`src/verilog/dux_pkg.sv`:
```
// Shared constants for the dual serial port: register map, field
// positions, reset values, modes, state codes and divider ratios.
// Assumes a byte-addressed 32-bit classic Wishbone register bus.
package dux_pkg;

  // ----------------------------------------
  // Register map
  // ----------------------------------------
  localparam int NPORT = 2;
  localparam int ADR_W = 8;
  localparam logic [7:0] PORT_STRIDE = 8'h10;
  localparam logic [7:0] OFS_DATA = 8'h00;
  localparam logic [7:0] OFS_CTRL = 8'h04;
  localparam logic [7:0] OFS_STAT = 8'h08;
  localparam logic [7:0] OFS_CLKSEL = 8'h20;

  // ----------------------------------------
  // Field positions and reset values
  // ----------------------------------------
  localparam int CTRL_MODE_HI = 7;
  localparam int CTRL_MODE_LO = 6;
  localparam int CTRL_RXEN = 4;
  localparam int CTRL_TXNINTH = 3;
  localparam int CTRL_RXNINTH = 2;
  localparam int CTRL_TXDONE = 1;
  localparam int CTRL_RXDONE = 0;
  localparam int STAT_FE = 3;
  localparam int STAT_BR = 2;
  localparam int STAT_OE = 1;
  localparam int STAT_STINT = 0;
  localparam logic [7:0] CTRL_RST = 8'h00;
  localparam logic [7:0] STAT_RST = 8'h00;
  localparam logic [3:0] CLKSEL_RST = 4'h0;

  // ----------------------------------------
  // Timing
  // ----------------------------------------
  // Sixteen samples per bit; the shift mode also uses it as clk/16
  localparam int OVS_DIV = 16;
  // Fixed 9-bit mode: clk/2 sample rate gives clk/32 bits
  localparam int MODE2_PRE_DIV = 2;
  localparam logic [3:0] IDX_LAST_SHIFT = 4'h7;
  localparam logic [3:0] IDX_LAST_8BIT = 4'h9;
  localparam logic [3:0] IDX_NINTH = 4'h9;
  localparam logic [3:0] IDX_LAST_9BIT = 4'hA;

  // ----------------------------------------
  // Types
  // ----------------------------------------
  typedef enum logic [1:0] {
    MODE_SHIFT = 2'h0,
    MODE_8BIT = 2'h1,
    MODE_9FIX = 2'h2,
    MODE_9VAR = 2'h3
  } dux_mode_t;

  typedef enum logic [1:0] {
    TX_IDLE = 2'h0,
    TX_SEND = 2'h1
  } dux_tx_t;

  typedef enum logic [1:0] {
    RX_IDLE = 2'h0,
    RX_START = 2'h1,
    RX_DATA = 2'h3
  } dux_rx_t;

endpackage : dux_pkg

```
`src/verilog/dux_tick_div.sv`:
```
// Tick divider: counts input ticks, pulses at the wrap and at mid count.
// Assumes tickIn and clr are on clk_sys; clr restarts the count.
`timescale 1ns/100ps
module dux_tick_div #(
  parameter int DIV = 16
) (
  input wire logic clk_sys,
  input wire logic rst,
  input wire logic clr,
  input wire logic tickIn,
  output logic tickOut,
  output logic midOut,
  output logic phaseHigh
);

  localparam int CW = (DIV > 2) ? $clog2(DIV) : 1;

  logic [CW-1:0] cnt_reg;

  always_ff @(posedge clk_sys or posedge rst)
  begin
    if (rst)
      cnt_reg <= '0;
    else if (clr)
      cnt_reg <= '0;
    else if (tickIn)
    begin
      if (cnt_reg == CW'(DIV - 1))
        cnt_reg <= '0;
      else
        cnt_reg <= cnt_reg + CW'(1);
    end
  end

  assign tickOut = tickIn & (cnt_reg == CW'(DIV - 1));
  assign midOut = tickIn & (cnt_reg == CW'(DIV / 2 - 1));
  assign phaseHigh = (cnt_reg >= CW'(DIV / 2));

endmodule : dux_tick_div

```
`src/verilog/dux_dual_uart.sv`:
```
// Two serial ports behind a classic Wishbone slave, with shift mode and
// 8/9-bit framed modes, double buffered transmit and receive error flags.
// Assumes timer1Ovf/timer2Ovf are one-cycle pulses on clk_sys.
`timescale 1ns/100ps
module dux_dual_uart (
  input wire logic clk_sys,
  input wire logic rst,
  input wire logic cyc_i,
  input wire logic stb_i,
  input wire logic we_i,
  input wire logic [7:0] adr_i,
  input wire logic [3:0] sel_i,
  input wire logic [31:0] dat_i,
  output logic [31:0] dat_o,
  output logic ack_o,
  input wire logic timer1Ovf,
  input wire logic timer2Ovf,
  input wire logic [1:0] serialInPin,
  output logic [1:0] serialInPinOut,
  output logic [1:0] serialInPinOe,
  output logic [1:0] serialOutPin,
  output logic [1:0] txIrq,
  output logic [1:0] rxIrq
);

  localparam int NP = dux_pkg::NPORT;

  // ----------------------------------------
  // Bus slave
  // ----------------------------------------
  logic busReq;
  logic busWr;
  logic [NP-1:0] wrData;
  logic [NP-1:0] wrCtrl;
  logic [NP-1:0] wrStat;
  logic wrClk;
  logic [7:0] rdByte;
  logic [7:0] wrByte;
  logic [NP-1:0][7:0] rxView;
  logic [NP-1:0][7:0] ctrlView;
  logic [NP-1:0][7:0] statView;
  logic [3:0] clkSel_reg;

  assign busReq = cyc_i & stb_i & ~ack_o;
  assign busWr = busReq & we_i & sel_i[0];
  assign wrByte = dat_i[7:0];

  always_comb
  begin
    logic [7:0] base;
    base = 8'h00;
    rdByte = 8'h00;
    wrData = '0;
    wrCtrl = '0;
    wrStat = '0;
    wrClk = 1'b0;
    if (adr_i == dux_pkg::OFS_CLKSEL)
    begin
      rdByte = {4'h0, clkSel_reg};
      wrClk = busWr;
    end
    for (int n = 0; n < NP; n++)
    begin
      base = 8'(n) * dux_pkg::PORT_STRIDE;
      if (adr_i == base + dux_pkg::OFS_DATA)
      begin
        rdByte = rxView[n];
        wrData[n] = busWr;
      end
      else if (adr_i == base + dux_pkg::OFS_CTRL)
      begin
        rdByte = ctrlView[n];
        wrCtrl[n] = busWr;
      end
      else if (adr_i == base + dux_pkg::OFS_STAT)
      begin
        rdByte = statView[n];
        wrStat[n] = busWr;
      end
    end
  end

  // Single wait state; unmapped addresses are acked and read zero
  always_ff @(posedge clk_sys or posedge rst)
  begin
    if (rst)
    begin
      ack_o <= 1'b0;
      dat_o <= 32'h0000_0000;
    end
    else
    begin
      ack_o <= busReq;
      dat_o <= (busReq & ~we_i) ? {24'h00_0000, rdByte} : 32'h0000_0000;
    end
  end

  // Cleared at reset, so timer 1 clocks both ports
  always_ff @(posedge clk_sys or posedge rst)
  begin
    if (rst)
      clkSel_reg <= dux_pkg::CLKSEL_RST;
    else if (wrClk)
      clkSel_reg <= wrByte[3:0];
  end

  // ----------------------------------------
  // Fixed prescaler
  // ----------------------------------------
  logic div2Tick;

  dux_tick_div #(
    .DIV(dux_pkg::MODE2_PRE_DIV)
  ) u_pre (
    .clk_sys(clk_sys),
    .rst(rst),
    .clr(1'b0),
    .tickIn(1'b1),
    .tickOut(div2Tick),
    .midOut(),
    .phaseHigh()
  );

  // ----------------------------------------
  // Serial ports
  // ----------------------------------------
  for (genvar n = 0; n < NP; n++)
  begin : g_port
    dux_pkg::dux_mode_t mode_reg;
    dux_pkg::dux_tx_t txState;
    dux_pkg::dux_rx_t rxState;
    logic rxEn_reg, txNinth_reg, rxNinth_reg, txDone_reg, rxDone_reg;
    logic fe_reg, br_reg, oe_reg, stint_reg;
    logic [7:0] txData_reg, txBuf_reg, rxShift_reg, rxBuf_reg;
    logic txBufFull_reg;
    logic [3:0] txIdx_reg, rxIdx_reg;
    logic rxNin_reg, rxAllZero_reg;
    logic inSync1_reg, inSync2_reg, inPrev_reg;
    logic outPin_reg, dataOut_reg, dataOe_reg, txIrq_reg, rxIrq_reg;
    logic isShift, ovsTx, ovsRx, txTickIn, rxTickIn;
    logic txBitEnd, txPhase, txClr, rxTick, rxMid, rxPhase, rxClr;
    logic [3:0] txLast, rxLast;
    logic txBit, txEnd, txDoneSet, rxSmp, rxFinish, rxStartFramed;
    logic rxStartShift, feSet, brSet, oeSet;

    assign isShift = (mode_reg == dux_pkg::MODE_SHIFT);
    // Fixed rates in modes 0 and 2, timer ticks in modes 1 and 3
    assign ovsTx = (mode_reg == dux_pkg::MODE_9FIX) ? div2Tick :
                   (clkSel_reg[2*n+1] ? timer2Ovf : timer1Ovf);
    assign ovsRx = (mode_reg == dux_pkg::MODE_9FIX) ? div2Tick :
                   (clkSel_reg[2*n] ? timer2Ovf : timer1Ovf);
    assign txTickIn = isShift ? 1'b1 : ovsTx;
    assign rxTickIn = isShift ? 1'b1 : ovsRx;
    assign txLast = isShift ? dux_pkg::IDX_LAST_SHIFT :
                    (mode_reg == dux_pkg::MODE_8BIT) ? dux_pkg::IDX_LAST_8BIT :
                    dux_pkg::IDX_LAST_9BIT;
    assign rxLast = txLast;

    dux_tick_div #(
      .DIV(dux_pkg::OVS_DIV)
    ) u_txdiv (
      .clk_sys(clk_sys),
      .rst(rst),
      .clr(txClr),
      .tickIn(txTickIn),
      .tickOut(txBitEnd),
      .midOut(),
      .phaseHigh(txPhase)
    );

    dux_tick_div #(
      .DIV(dux_pkg::OVS_DIV)
    ) u_rxdiv (
      .clk_sys(clk_sys),
      .rst(rst),
      .clr(rxClr),
      .tickIn(rxTickIn),
      .tickOut(rxTick),
      .midOut(rxMid),
      .phaseHigh(rxPhase)
    );

    // ----------------------------------------
    // Control and status registers
    // ----------------------------------------
    assign ctrlView[n] = {mode_reg, 1'b0, rxEn_reg, txNinth_reg, rxNinth_reg,
                          txDone_reg, rxDone_reg};
    assign statView[n] = {4'h0, fe_reg, br_reg, oe_reg, stint_reg};
    assign rxView[n] = rxBuf_reg;

    // Hardware set wins over a software clear in the same cycle
    always_ff @(posedge clk_sys or posedge rst)
    begin
      if (rst)
      begin
        mode_reg <= dux_pkg::MODE_SHIFT;
        rxEn_reg <= dux_pkg::CTRL_RST[dux_pkg::CTRL_RXEN];
        txNinth_reg <= dux_pkg::CTRL_RST[dux_pkg::CTRL_TXNINTH];
        txDone_reg <= dux_pkg::CTRL_RST[dux_pkg::CTRL_TXDONE];
      end
      else
      begin
        if (wrCtrl[n])
        begin
          mode_reg <= dux_pkg::dux_mode_t'(wrByte[dux_pkg::CTRL_MODE_HI:dux_pkg::CTRL_MODE_LO]);
          rxEn_reg <= wrByte[dux_pkg::CTRL_RXEN];
          txNinth_reg <= wrByte[dux_pkg::CTRL_TXNINTH];
        end
        txDone_reg <= txDoneSet |
                      (wrCtrl[n] ? wrByte[dux_pkg::CTRL_TXDONE] : txDone_reg);
      end
    end

    always_ff @(posedge clk_sys or posedge rst)
    begin
      if (rst)
      begin
        fe_reg <= dux_pkg::STAT_RST[dux_pkg::STAT_FE];
        br_reg <= dux_pkg::STAT_RST[dux_pkg::STAT_BR];
        oe_reg <= dux_pkg::STAT_RST[dux_pkg::STAT_OE];
        stint_reg <= dux_pkg::STAT_RST[dux_pkg::STAT_STINT];
      end
      else
      begin
        fe_reg <= feSet | (wrStat[n] ? wrByte[dux_pkg::STAT_FE] : fe_reg);
        br_reg <= brSet | (wrStat[n] ? wrByte[dux_pkg::STAT_BR] : br_reg);
        oe_reg <= oeSet | (wrStat[n] ? wrByte[dux_pkg::STAT_OE] : oe_reg);
        if (wrStat[n])
          stint_reg <= wrByte[dux_pkg::STAT_STINT];
      end
    end

    // ----------------------------------------
    // Transmitter
    // ----------------------------------------
    assign txEnd = (txState == dux_pkg::TX_SEND) & txBitEnd & (txIdx_reg == txLast);
    assign txClr = (txState == dux_pkg::TX_IDLE) & wrData[n];
    // Idle write flags the free queue slot; every byte end flags too
    assign txDoneSet = txEnd | txClr;

    // Ninth bit is read live, not copied at load time
    always_comb
    begin
      txBit = 1'b1;
      if (isShift)
        txBit = txData_reg[txIdx_reg[2:0]];
      else if (txIdx_reg == 4'h0)
        txBit = 1'b0;
      else if (txIdx_reg <= 4'h8)
        txBit = txData_reg[3'(txIdx_reg - 4'h1)];
      else if (txIdx_reg == dux_pkg::IDX_NINTH && mode_reg != dux_pkg::MODE_8BIT)
        txBit = txNinth_reg;
    end

    always_ff @(posedge clk_sys or posedge rst)
    begin
      if (rst)
      begin
        txState <= dux_pkg::TX_IDLE;
        txData_reg <= 8'h00;
        txBuf_reg <= 8'h00;
        txBufFull_reg <= 1'b0;
        txIdx_reg <= 4'h0;
      end
      else
      begin
        case (txState)
          dux_pkg::TX_IDLE:
          begin
            if (wrData[n])
            begin
              txData_reg <= wrByte;
              txIdx_reg <= 4'h0;
              txState <= dux_pkg::TX_SEND;
            end
          end
          dux_pkg::TX_SEND:
          begin
            if (txEnd)
            begin
              if (txBufFull_reg)
              begin
                txData_reg <= txBuf_reg;
                txIdx_reg <= 4'h0;
                txBufFull_reg <= wrData[n];
                if (wrData[n])
                  txBuf_reg <= wrByte;
              end
              else if (wrData[n])
              begin
                txData_reg <= wrByte;
                txIdx_reg <= 4'h0;
              end
              else
                txState <= dux_pkg::TX_IDLE;
            end
            else
            begin
              if (txBitEnd)
                txIdx_reg <= txIdx_reg + 4'h1;
              if (wrData[n])
              begin
                txBuf_reg <= wrByte;
                txBufFull_reg <= 1'b1;
              end
            end
          end
          default:
            txState <= dux_pkg::TX_IDLE;
        endcase
      end
    end

    // ----------------------------------------
    // Receiver
    // ----------------------------------------
    always_ff @(posedge clk_sys or posedge rst)
    begin
      if (rst)
      begin
        inSync1_reg <= 1'b1;
        inSync2_reg <= 1'b1;
        inPrev_reg <= 1'b1;
      end
      else
      begin
        inSync1_reg <= serialInPin[n];
        inSync2_reg <= inSync1_reg;
        inPrev_reg <= inSync2_reg;
      end
    end

    assign rxStartFramed = ~isShift & rxEn_reg & (rxState == dux_pkg::RX_IDLE) &
                           inPrev_reg & ~inSync2_reg;
    // Shift receive waits for the shared clock pin to be free
    assign rxStartShift = isShift & rxEn_reg & ~rxDone_reg &
                          (rxState == dux_pkg::RX_IDLE) &
                          (txState == dux_pkg::TX_IDLE) & ~wrData[n];
    assign rxClr = rxStartFramed | rxStartShift;
    assign rxSmp = isShift ? rxTick : rxMid;
    assign rxFinish = (rxState == dux_pkg::RX_DATA) & rxSmp & (rxIdx_reg == rxLast);
    assign feSet = rxFinish & ~isShift & ~inSync2_reg;
    assign brSet = rxFinish & ~isShift & rxAllZero_reg & ~inSync2_reg;
    assign oeSet = rxFinish & rxDone_reg;

    always_ff @(posedge clk_sys or posedge rst)
    begin
      if (rst)
      begin
        rxState <= dux_pkg::RX_IDLE;
        rxIdx_reg <= 4'h0;
        rxShift_reg <= 8'h00;
        rxNin_reg <= 1'b0;
        rxAllZero_reg <= 1'b0;
      end
      else
      begin
        case (rxState)
          dux_pkg::RX_IDLE:
          begin
            if (rxStartFramed)
              rxState <= dux_pkg::RX_START;
            else if (rxStartShift)
            begin
              rxIdx_reg <= 4'h0;
              rxState <= dux_pkg::RX_DATA;
            end
          end
          dux_pkg::RX_START:
          begin
            // A start bit gone high by mid bit was a glitch
            if (rxMid)
            begin
              rxState <= inSync2_reg ? dux_pkg::RX_IDLE : dux_pkg::RX_DATA;
              rxIdx_reg <= 4'h1;
              rxAllZero_reg <= 1'b1;
            end
          end
          dux_pkg::RX_DATA:
          begin
            if (rxSmp)
            begin
              rxAllZero_reg <= rxAllZero_reg & ~inSync2_reg;
              if (isShift || rxIdx_reg <= 4'h8)
                rxShift_reg <= {inSync2_reg, rxShift_reg[7:1]};
              if (rxIdx_reg == dux_pkg::IDX_NINTH)
                rxNin_reg <= inSync2_reg;
              rxIdx_reg <= rxIdx_reg + 4'h1;
              if (rxFinish)
                rxState <= dux_pkg::RX_IDLE;
            end
          end
          default:
            rxState <= dux_pkg::RX_IDLE;
        endcase
      end
    end

    // Overrun keeps the unread character; the new one is dropped
    always_ff @(posedge clk_sys or posedge rst)
    begin
      if (rst)
      begin
        rxBuf_reg <= 8'h00;
        rxNinth_reg <= dux_pkg::CTRL_RST[dux_pkg::CTRL_RXNINTH];
        rxDone_reg <= dux_pkg::CTRL_RST[dux_pkg::CTRL_RXDONE];
      end
      else
      begin
        if (rxFinish && !rxDone_reg)
        begin
          rxBuf_reg <= isShift ? {inSync2_reg, rxShift_reg[7:1]} : rxShift_reg;
          // Mode 1 keeps the stop bit; modes 2 and 3 keep the ninth bit
          if (!isShift)
            rxNinth_reg <= (mode_reg == dux_pkg::MODE_8BIT) ? inSync2_reg
                                                             : rxNin_reg;
        end
        else if (wrCtrl[n])
          rxNinth_reg <= wrByte[dux_pkg::CTRL_RXNINTH];
        rxDone_reg <= rxFinish |
                      (wrCtrl[n] ? wrByte[dux_pkg::CTRL_RXDONE] : rxDone_reg);
      end
    end

    // ----------------------------------------
    // Pins and requests
    // ----------------------------------------
    always_ff @(posedge clk_sys or posedge rst)
    begin
      if (rst)
      begin
        outPin_reg <= 1'b1;
        dataOut_reg <= 1'b1;
        dataOe_reg <= 1'b0;
        txIrq_reg <= 1'b0;
        rxIrq_reg <= 1'b0;
      end
      else
      begin
        if (isShift)
          outPin_reg <= (txState == dux_pkg::TX_SEND) ? txPhase :
                        (rxState == dux_pkg::RX_DATA) ? rxPhase : 1'b1;
        else
          outPin_reg <= (txState == dux_pkg::TX_SEND) ? txBit : 1'b1;
        dataOut_reg <= txBit;
        dataOe_reg <= isShift & (txState == dux_pkg::TX_SEND);
        txIrq_reg <= txDone_reg;
        rxIrq_reg <= rxDone_reg | (stint_reg & (fe_reg | br_reg | oe_reg));
      end
    end

    assign serialOutPin[n] = outPin_reg;
    assign serialInPinOut[n] = dataOut_reg;
    assign serialInPinOe[n] = dataOe_reg;
    assign txIrq[n] = txIrq_reg;
    assign rxIrq[n] = rxIrq_reg;
  end

endmodule : dux_dual_uart

```
`config.mk`:
```
export PLATFORM = sky130hd
export DESIGN_NAME = dux_dual_uart
export DESIGN_NICKNAME = d
export VERILOG_FILES = /design/src/verilog/dux_pkg.sv /design/src/verilog/dux_tick_div.sv /design/src/verilog/dux_dual_uart.sv
export SDC_FILE = /design/constraint.sdc
export NUM_CORES = 1
export LEC_CHECK = 0
export CAP_MARGIN = 20
export CORE_ASPECT_RATIO = 1.25
export CORE_UTILIZATION = 30
export CTS_CLUSTER_SIZE = 8
export DETAILED_ROUTE_END_ITERATION = 16
export DONT_BUFFER_PORTS = 1
export PLACE_DENSITY = 0.49
export SYNTH_ARGS = -nofsm -noshare
export SYNTH_HDL_FRONTEND = slang
export SYNTH_SLANG_ARGS = --single-unit
export TNS_END_PERCENT = 20
```
`constraint.sdc`:
```
create_clock -name clk_sys -period 14.9 [get_ports clk_sys]
set_input_delay 2.235 -clock clk_sys [delete_from_list [all_inputs] [get_ports clk_sys]]
set_output_delay 2.235 -clock clk_sys [all_outputs]
set_load 0.005 [all_outputs]
```
==> summary.md, run 1 <==
| Metric | Value |
|---|---|
| DR iter-0 viols | `320` |
| Flop-to-flop setup slack | `12.22 ns` |
| Reg2reg path depth | `5` |
| Tcrit/Tclk final | `26.43%` |
| Setup TNS Final | `0 ns` |
| Minimum clock period | `3.938 ns` |
| TritonCTS clock tree | `built` |
| Worst hold path type | `flop to flop` |
| Met1 GRT Util | `18.60%` |
| IO Port Bufs | `0` |
| Residual DRC | `0` |
| Seq cells post-synth | `160` |
| Final instance area | `0.009883 sq mm` |
| # IOs | `96` |
| Fmax | `254.0 MHz` |
| Met2 GRT Util | `25.27%` |
| Total track usage | `14.94%` |
| Req. time, crit path | `15.21 ns` |
| Via count | `6306` |
| Slowest stage cell, crit path | `nor4_4` |
| Most frequent cell after synthesis | `dfrtp_1` |
| P_leak | `4.378 nW` |
| Slowest stage delay, CP | `0.55 ns` |
| Vias in the first global route | `6280` |
| CTS max path bufs | `2` |
| Routability Congestion | `0.8375` |
| Hold_ws | `0.3552 ns` |
| Cells after Synth | `843` |
| M3 GR Usage | `3.386%` |
| Clock transition at path regs | `0.06 ns` |
| # rows | `70` |
| Post-synth EDFFs | `0` |
| First-pass GRT wire length | `35.62 mm` |
| # hold bufs at CTS | `0` |
| Area growth syn-to-layout | `9.042%` |
| Setup CP Type | `input port to flop` |
| Nets | `892` |
| Status | `finished clean` |
| Synth top area cells | `dfrtp_1, mux2_2, mux2_4` |
| Max_cap viols | `0` |
| Drt pass-1 iters | `7` |
| Predominant post-synthesis flop cell | `dfrtp_1` |
| Clock sinks | `160` |
| PD cells | `130.7 mW/mm^2` |
| Die span in x | `157.5 microns` |
| Mean Syn Cell Area | `10.75 sq um` |
| Slew @ Worst Pin | `0.9549 ns` |
| FFs w/ async S/R, synth | `100.0%` |
| Area after DPL | `0.009226 sq mm` |
| Max_slew headroom | `36.27%` |
| Slew Viols, Final | `0` |
| Initial antenna violation count | `1` |
| Hold depth | `0` |
| Die footprint | `0.03092 sq mm` |
| H-tree depth | `4` |
| Synth area leader | `dfrtp_1` |
| Worst Setup End Kind | `flop` |
| Synthesized cell area | `0.009064 sq mm` |
| Core Box Area | `0.02952 sq mm` |
| Critical path data arrival time | `4.24 ns` |
| Hold EP | `g_port[0].inSync2_reg$_DFF_PP1_` |
| RSZ-0062 raised after global routing | `no` |
| Setup Fix Bufs, Post-CTS | `0` |
| Number of setup violations in the final report | `0` |
| Fillcell total | `2976` |
| Commonest cells in the netlist | `dfrtp_1, nand2_1, nor2_1` |
| Crit-path max FO | `10` |
| Crit path cell chain | `nor4_4 -> nand4_1 -> inv_2 -> o311a_1 -> mux2_4` |
| Root buffer cell | `clkbuf_16` |
| Worst skew pair latency | `0.43 ns` |
| Fin. Hold Viols | `0` |
| Top Family by Delay on Critical Path | `simple AND/OR/NAND/NOR gates` |
| Yosys warning count | `0` |
| ANT nets after route | `0` |
| Yosys top cell area share | `41.41%` |
| Netlist cell types | `94` |
| Seq/Total Area, Yosys | `44.31%` |
| Vias per cell | `5.139` |
| Peak VDD IR | `0.05956 mV` |
| Gr ovfl total | `0` |
| Hold_sp | `g_port[0].inSync1_reg$_DFF_PP1_` |
| FF-to-FF End | `g_port[0].rxBuf_reg[6]$_DFFE_PP0P_` |
| Total Routed Length | `21.81 mm` |
| Worst R2R Start | `g_port[0].mode_reg[0]$_DFFE_PP0P_` |
| Post_cts resized | `0` |
| Startpoint Class | `input port` |
| Largest net degree at the start of global routing | `91` |
| Final HPWL DP | `15.42 mm` |
| Crit path buf inv count | `1` |
| Setup Skew | `0.01011 ns` |
| Busiest metal layer after global routing | `met2` |
| Initial Util | `30.71%` |
| Total CTS buffers | `17` |
| Layout cells sized above 1 | `17.11%` |
| Avg WL per Cell | `17.77 microns` |
| Die Y | `196.3 microns` |
==> stage by stage <==
stage	util (%)	total power, mW	cells	worst slack, ns
after floorplan	-	0.7599	866	8.362
after global placement	31.26	0.8084	1194	10.50
after detailed placement	31.26	0.8116	1194	10.48
after CTS	33.48	1.308	1226	10.94
after global routing	33.48	1.367	1226	10.79
final	33.48	1.292	1227	10.96
==> cells by family after synthesis <==
logic type | Yosys count | synth area share, %
other cells | 1 | 0.04137
fa+ha+maj | 22 | 3.037
mux | 104 | 14.25
simple gates | 233 | 14.74
compound gates | 207 | 16.48
flops | 160 | 44.31
xor+xnor | 7 | 0.6764
buf+inv | 109 | 6.461
==> cell usage in the layout (no fill, tap or decap), drive strengths merged, types with 6 or more instances in the layout <==
| cell | netlist | final |
|---|---|---|
| nand3 | 22 | 22 |
| nor3b | 7 | 7 |
| nand2b | 6 | 6 |
| a32o | 6 | 6 |
| mux4 | 6 | 6 |
| nor3 | 11 | 11 |
| nand4 | 8 | 8 |
| nor4 | 8 | 8 |
| a21oi | 36 | 36 |
| dfrtp | 150 | 150 |
| ha | 22 | 22 |
| a22oi | 7 | 7 |
| a2bb2oi | 17 | 17 |
| mux2 | 68 | 68 |
| o31ai | 8 | 8 |
| nor2b | 11 | 11 |
| nor4b | 8 | 8 |
| nand2 | 70 | 70 |
| a211oi | 7 | 7 |
| inv | 39 | 39 |
| mux2i | 30 | 30 |
| nor2 | 46 | 46 |
| dfstp | 10 | 10 |
| o22ai | 18 | 18 |
| clkbuf | 13 | 26 |
| a31oi | 11 | 11 |
| a22o | 9 | 9 |
| conb | 1 | 24 |
| o21ai | 43 | 43 |
==> per-layer routing <==
layer  up-vias  part of all wire, %  wire length (microns)
li1       3020                    -                      -
met1      3140                   44                   9490
met2       119                   50                  10970
met3        27                  4.2                    925
met4         0                  1.9                    422
met5         -                    0                      0
==> worst max path at each step <==
stage                     startpoint                            endpoint  depth (start not counted)
after CTS                   adr_i[4]  g_port[0].txBuf_reg[1]$_DFFE_PP0P_                          5
final                       adr_i[4]  g_port[0].txBuf_reg[7]$_DFFE_PP0P_                          5
after global placement      adr_i[4]  g_port[0].txBuf_reg[5]$_DFFE_PP0P_                          5
after detailed placement    adr_i[4]  g_port[0].txBuf_reg[1]$_DFFE_PP0P_                          5
after floorplan                  rst                     ack_o$_DFF_PP0_                          1
after global routing        adr_i[4]  g_port[0].txBuf_reg[1]$_DFFE_PP0P_                          5
==> layout make-up <==
type,instances,area [sq um],area share [%]
Tap cell,396,495.5,5.013
Clock buffer,26,499.2,5.051
Timing Repair Buffer,2,15.01,0.1519
Clock inverter,6,155.1,1.570
Inverter,39,151.4,1.532
Antenna cell,1,2.502,0.02532
Sequential cell,160,4016,40.64
Multi-Input combinational cell,597,4548,46.02
==> where the power goes <==
| part | internal [mW] | total (mW) | switching (mW) | leakage [nW] |
|---|---|---|---|---|
| registers | 0.484 | 0.561 | 0.0772 | 2.07 |
| clock network | 0.316 | 0.490 | 0.174 | 0.319 |
| logic | 0.112 | 0.241 | 0.128 | 1.99 |
Note: power is estimated with default switching activity, not from simulation.
==> run 2: changes to the inputs <==
==> constraint.sdc (replaced) <==
create_clock -name clk_sys -period 4.1 [get_ports clk_sys]
set_input_delay 0.615 -clock clk_sys [delete_from_list [all_inputs] [get_ports clk_sys]]
set_output_delay 0.615 -clock clk_sys [all_outputs]
set_load 0.005 [all_outputs]
==> summary.md, run 2 (synthesis results as in run 1) <==
| Metric | Value |
|---|---|
| Slew @ Worst Pin | `0.8206 ns` |
| Max_slew headroom | `45.18%` |
| Setup Fix Bufs, Post-CTS | `0` |
| Layout cells sized above 1 | `17.39%` |
| Clock transition at path regs | `0.06 ns` |
| Avg WL per Cell | `17.68 microns` |
| Req. time, crit path | `4.41 ns` |
| Worst hold path type | `input port to flop` |
| Worst skew pair latency | `0.43 ns` |
| Clock sinks | `160` |
| Fin. Hold Viols | `0` |
| Worst Setup End Kind | `flop` |
| Most frequent cells in the layout | `dfrtp_1, nand2_1, nor2_1` |
| DR iter-0 viols | `358` |
| Final HPWL DP | `15.48 mm` |
| Nets | `896` |
| Vias per cell | `5.084` |
| CTS max path bufs | `2` |
| Max_cap viols | `0` |
| H-tree depth | `4` |
| Fillcell total | `3006` |
| Overall power | `4.604 mW` |
| Tcrit/Tclk final | `65.91%` |
| Die footprint | `0.03092 sq mm` |
| # IOs | `96` |
| Initial Util | `30.71%` |
| IO Port Bufs | `0` |
| TritonCTS clock tree | `built` |
| Post_cts resized | `0` |
| ANT nets after route | `0` |
| Residual DRC | `0` |
| PD cells | `465.5 mW/mm^2` |
| Largest net degree at the start of global routing | `73` |
| Number of setup violations in the final report | `0` |
| Core Box Area | `0.02952 sq mm` |
| # hold bufs at CTS | `0` |
| Total Routed Length | `21.74 mm` |
| Area growth syn-to-layout | `9.125%` |
| Fmax | `370.1 MHz` |
| Setup CP Type | `flop to flop` |
| Slew Viols, Final | `0` |
| Post-place setup slack | `1.376 ns` |
| Die span in x | `157.5 microns` |
| Crit-path max FO | `15` |
| Final worst slack | `1.398 ns` |
| Drt pass-1 iters | `4` |
| Gr ovfl total | `0` |
| Vias in the first global route | `6249` |
| Root buffer cell | `clkbuf_16` |
| # rows | `70` |
| Routability Congestion | `0.8076` |
| Util after Layout | `33.51%` |
| Startpoint Class | `flop` |
| Total CTS buffers | `17` |
| Critical path data arrival time | `3.01 ns` |
| First-pass GRT wire length | `35.47 mm` |
| Die Y | `196.3 microns` |
| Diode count | `0` |
| Via count | `6253` |
| Setup Skew | `0.01111 ns` |
| Peak VDD IR | `0.2436 mV` |
| Commonest non-fill, non-tap cell in the layout | `dfrtp_1` |
| Setup TNS Final | `0 ns` |
| Total track usage | `14.94%` |
| RSZ-0062 raised after global routing | `no` |
| Minimum clock period | `2.702 ns` |
| Status | `finished clean` |
| Initial antenna violation count | `0` |
| P_leak | `4.384 nW` |
-- run 2: changes by cell type in the layout (fill, tap and decap cells not counted) --
cell and change:
clkinv_2 +2, buf_4 +2, clkinvlp_4 +1, bufinv_16 -1, clkbuf_1 +1, inv_6 -1
diode_2 -1, buf_12 +2, clkbuf_8 -2
-- run 2: worst paths after layout --
check                                                        from                                    to  slack (ns)  depth (start not counted)
worst max-delay path            g_port[0].mode_reg[1]$_DFFE_PP0P_    g_port[0].rxIdx_reg[2]$_DFFE_PP0P_        1.40                          6
min in group asynchronous                                     rst  g_port[0].rxShift_reg[5]$_DFFE_PP0P_        0.20                          1
max in group asynchronous                                     rst   g_port[0].txData_reg[0]$_DFFE_PP0P_        3.04                          2
worst max register to register  g_port[0].mode_reg[1]$_DFFE_PP0P_    g_port[0].rxIdx_reg[2]$_DFFE_PP0P_        1.40                          6
worst min-delay path                               serialInPin[1]       g_port[1].inSync1_reg$_DFF_PP1_        0.19                          0
worst min register to register    g_port[0].inSync1_reg$_DFF_PP1_       g_port[0].inSync2_reg$_DFF_PP1_        0.36                          0
-- run 2: routing by layer --
| layer | vias up | track usage (%) | part of all wire, % |
|---|---|---|---|
| li1 | 3012 | - | - |
| met1 | 3128 | 18.98 | 45 |
| met2 | 94 | 25.02 | 50 |
| met3 | 19 | 2.902 | 3.1 |
| met4 | 0 | 5.358 | 1.4 |
| met5 | - | 0 | 0 |
-- run 2: layout make-up --
cell class / instances / area (sq um) / area share [%]
clock inverter: 7 / 135.1 / 1.366
multi-input combinational: 597 / 4548 / 45.98
timing repair buffer: 6 / 70.07 / 0.7084
tap: 396 / 495.5 / 5.009
sequential: 160 / 4016 / 40.61
inverter: 39 / 150.1 / 1.518
clock buffer: 25 / 475.5 / 4.807
-- run 2: metrics by stage --
step	hold slack [ns]	instance area, sq um	cells
3_5_place_dp	0.3479	9280	1198
2_1_floorplan	0.3452	9154	866
3_3_place_gp	0.3468	9280	1198
6_report	0.1854	9891	1230
5_1_grt	0.1522	9891	1230
4_1_cts	0.1598	9891	1230
-- run 2: critical path: stages (launching register included) --
cell	delay, ns
dfrtp_1	0.58
nor2_1	0.55
buf_4	0.26
nand4_1	0.10
nor3_1	0.64
nor2_1	0.09
a221o_1	0.36
-- run 2: power breakdown --
| part | switching [mW] | internal, mW |
|---|---|---|
| clock network | 0.639 | 1.05 |
| registers | 0.283 | 1.76 |
| logic | 0.464 | 0.411 |
| total | 1.39 | 3.22 |
==> run 3: changes to the inputs <==
--- a/config.mk
+++ b/config.mk
@@ -5,6 +5,7 @@
 export SDC_FILE = /design/constraint.sdc
 export NUM_CORES = 1
 export LEC_CHECK = 0
+export ABC_AREA = 1
 export CAP_MARGIN = 20
 export CORE_ASPECT_RATIO = 1.25
 export CORE_UTILIZATION = 30
==> constraint.sdc (replaced) <==
create_clock -name clk_sys -period 2.5 [get_ports clk_sys]
set_input_delay 0.375 -clock clk_sys [delete_from_list [all_inputs] [get_ports clk_sys]]
set_output_delay 0.375 -clock clk_sys [all_outputs]
set_load 0.005 [all_outputs]
==> summary.md, run 3 <==
| Metric | Value |
|---|---|
| H-tree depth | `4` |
| Overall power | `8.162 mW` |
| Area after DPL | `0.009115 sq mm` |
| Hold depth | `2` |
| Synth area leader | `dfrtp_1` |
| Max_cap viols | `0` |
| Initial Util | `30.80%` |
| Status | `finished clean` |
| Fmax | `480.1 MHz` |
| Area growth syn-to-layout | `10.32%` |
| Final worst slack | `0.4170 ns` |
| Fin. Hold Viols | `0` |
| Req. time, crit path | `2.86 ns` |
| # IOs | `96` |
| Hold_sp | `dat_i[4]` |
| Clock transition at path regs | `0.07 ns` |
| Slowest stage delay, CP | `0.40 ns` |
| Nets | `1158` |
| First-pass GRT wire length | `36.40 mm` |
| Cells after Synth | `1084` |
| Seq/Total Area, Yosys | `45.49%` |
| Flop-to-flop setup slack | `0.42 ns` |
| PD cells | `838.0 mW/mm^2` |
| Root buffer cell | `clkbuf_16` |
| Vias in the first global route | `6896` |
| Worst R2R Start | `ack_o$_DFF_PP0_` |
| Total track usage | `15.37%` |
| Vias per cell | `4.669` |
| Hold EP | `g_port[1].rxEn_reg$_DFFE_PP0P_` |
| Post-synth EDFFs | `0` |
| TritonCTS clock tree | `built` |
| Via count | `6938` |
| Total Routed Length | `21.72 mm` |
| Routability Congestion | `0.8134` |
| Fin cells | `1486` |
| # rows | `69` |
| Minimum clock period | `2.083 ns` |
| Core Box Area | `0.02866 sq mm` |
| Most frequent cell after synthesis | `nand2_1` |
| Setup Skew | `0.01388 ns` |
| Peak VDD IR | `0.3998 mV` |
| Die footprint | `0.03012 sq mm` |
| DR iter-0 viols | `318` |
| Gr ovfl total | `0` |
| Number of setup violations in the final report | `0` |
| Crit-path max FO | `10` |
| Critical path data arrival time | `2.44 ns` |
| Slowest stage cell, crit path | `dfrtp_1` |
| Reg2reg path depth | `10` |
| Tcrit/Tclk final | `83.32%` |
| Clock sinks | `160` |
| Synthesized cell area | `0.008828 sq mm` |
| Slew Viols, Final | `0` |
| Final HPWL DP | `15.91 mm` |
| P_leak | `4.555 nW` |
| CTS max path bufs | `2` |
| Layout cells sized above 1 | `9.854%` |
| Max_slew headroom | `60.43%` |
| Hold_ws | `0.05766 ns` |
| Slew @ Worst Pin | `0.5922 ns` |
| Initial antenna violation count | `0` |
| Largest net degree at the start of global routing | `74` |
| Setup TNS Final | `0 ns` |
| RSZ-0062 raised after global routing | `no` |
| Mean Syn Cell Area | `8.144 sq um` |
| FFs w/ async S/R, synth | `100.0%` |
| Drt pass-1 iters | `4` |
| Crit path cell chain | `nor2_1 -> nand3_1 -> inv_1 -> nand2_2 -> inv_2 -> ha_1 -> inv_1 -> nand3_1 -> a21oi_1 -> nor3_1` |
| Total CTS buffers | `17` |
| ANT nets after route | `0` |
| Most frequent cells in the layout | `nand2_1, dfrtp_1, inv_1` |
| Yosys top cell area share | `42.52%` |
| Avg WL per Cell | `14.62 microns` |
| Startpoint Class | `flop` |
| Util after Layout | `33.98%` |
| Seq cells post-synth | `160` |
| Fillcell total | `3068` |
| Worst hold path type | `input port to flop` |
| Diode count | `0` |
| Netlist cell types | `53` |
| Commonest non-fill, non-tap cell in the layout | `nand2_1` |
| Die span in x | `155.4 microns` |
| Predominant post-synthesis flop cell | `dfrtp_1` |
| IO Port Bufs | `0` |
| Worst Setup End Kind | `flop` |
| Commonest cells in the netlist | `nand2_1, dfrtp_1, inv_1` |
| FF-to-FF End | `g_port[0].u_txdiv.cnt_reg[3]$_DFFE_PP0P_` |
| Post-place setup slack | `0.3657 ns` |
| Synth top area cells | `dfrtp_1, nand2_1, o21ai_0` |
| Residual DRC | `0` |
| Post-Place Cells | `1451` |
| Final instance area | `0.009739 sq mm` |
| Worst skew pair latency | `0.44 ns` |
| Yosys warning count | `0` |
| Setup CP Type | `flop to flop` |
| Die Y | `193.8 microns` |
## run 3: changes by cell type after synthesis, sizes merged, moves of 17 or more
cell,previous run,this run
nor2,46,75
nand3,22,73
o21ai,43,128
mux2,68,0
inv,39,111
mux2i,30,0
nand2,70,282
a2bb2oi,17,0
## run 3: kinds of logic (layout without fill, tap and decap cells)
| kind of cell | Yosys count | after routing | synth area share, % |
|---|---|---|---|
| XOR/XNOR | 14 | 14 | 1.389 |
| flip-flops | 160 | 160 | 45.49 |
| buffers and inverters | 175 | 164 | 9.680 |
| AND/OR/NAND/NOR | 469 | 469 | 23.67 |
| adder cells (fa/ha/maj) | 22 | 22 | 3.118 |
| other | 1 | 24 | 0.04248 |
| AO/OA/AOI/OAI | 243 | 243 | 16.61 |
## run 3: power breakdown
group	switching, mW	internal (mW)	total [mW]
clock	1.09	1.57	2.66
combinational	1.31	0.757	2.07
sequential	0.402	3.03	3.43
## run 3: layout make-up
type / instances / area [sq um] / share of cell area [%]
Sequential cell: 160 / 4016 / 41.24
Multi-Input combinational cell: 772 / 4044 / 41.52
Inverter: 115 / 436.7 / 4.484
Clock inverter: 10 / 110.1 / 1.131
Tap cell: 390 / 488.0 / 5.010
Clock buffer: 22 / 484.2 / 4.972
Timing Repair Buffer: 17 / 160.2 / 1.644
## run 3: routing by layer
metal	global-route usage, %	vias up	wire length (microns)
li1	-	3529	-
met1	19.24	3279	9779
met2	26.16	104	10930
met3	2.570	26	593
met4	6.064	0	418
met5	0	-	0
## run 3: worst max-delay path, delay by kind of cell, from the launching register on
family	cells	cell delay [ns]
and+or+nand+nor	5	0.91
buffers and inverters	3	0.46
DFF	1	0.40
adders and majority gates	1	0.14
AOI/OAI and AO/OA	1	0.08
## run 3: how the worst max path moves through the flow
stage                                      start                                       end  slack [ns]  depth (start not counted)
3_3_place_gp   g_port[1].mode_reg[0]$_DFFE_PP0P_      g_port[1].rxShift_reg[7]$_DFFE_PP0P_        0.41                          9
4_1_cts                          ack_o$_DFF_PP0_  g_port[0].u_txdiv.cnt_reg[3]$_DFFE_PP0P_        0.37                         10
5_1_grt                          ack_o$_DFF_PP0_  g_port[0].u_txdiv.cnt_reg[3]$_DFFE_PP0P_        0.13                         10
2_1_floorplan                                rst                           ack_o$_DFF_PP0_        0.10                          1
6_report                         ack_o$_DFF_PP0_  g_port[0].u_txdiv.cnt_reg[3]$_DFFE_PP0P_        0.42                         10
3_5_place_dp                            adr_i[7]  g_port[0].u_txdiv.cnt_reg[3]$_DFFE_PP0P_        0.37                         10
## run 3: what timing repair did
action                    in CTS  in global routing
buffers inserted               0                  0
hold buffers                   3                  0
resized for setup              0                  0
hold endpoints to repair      21                  0
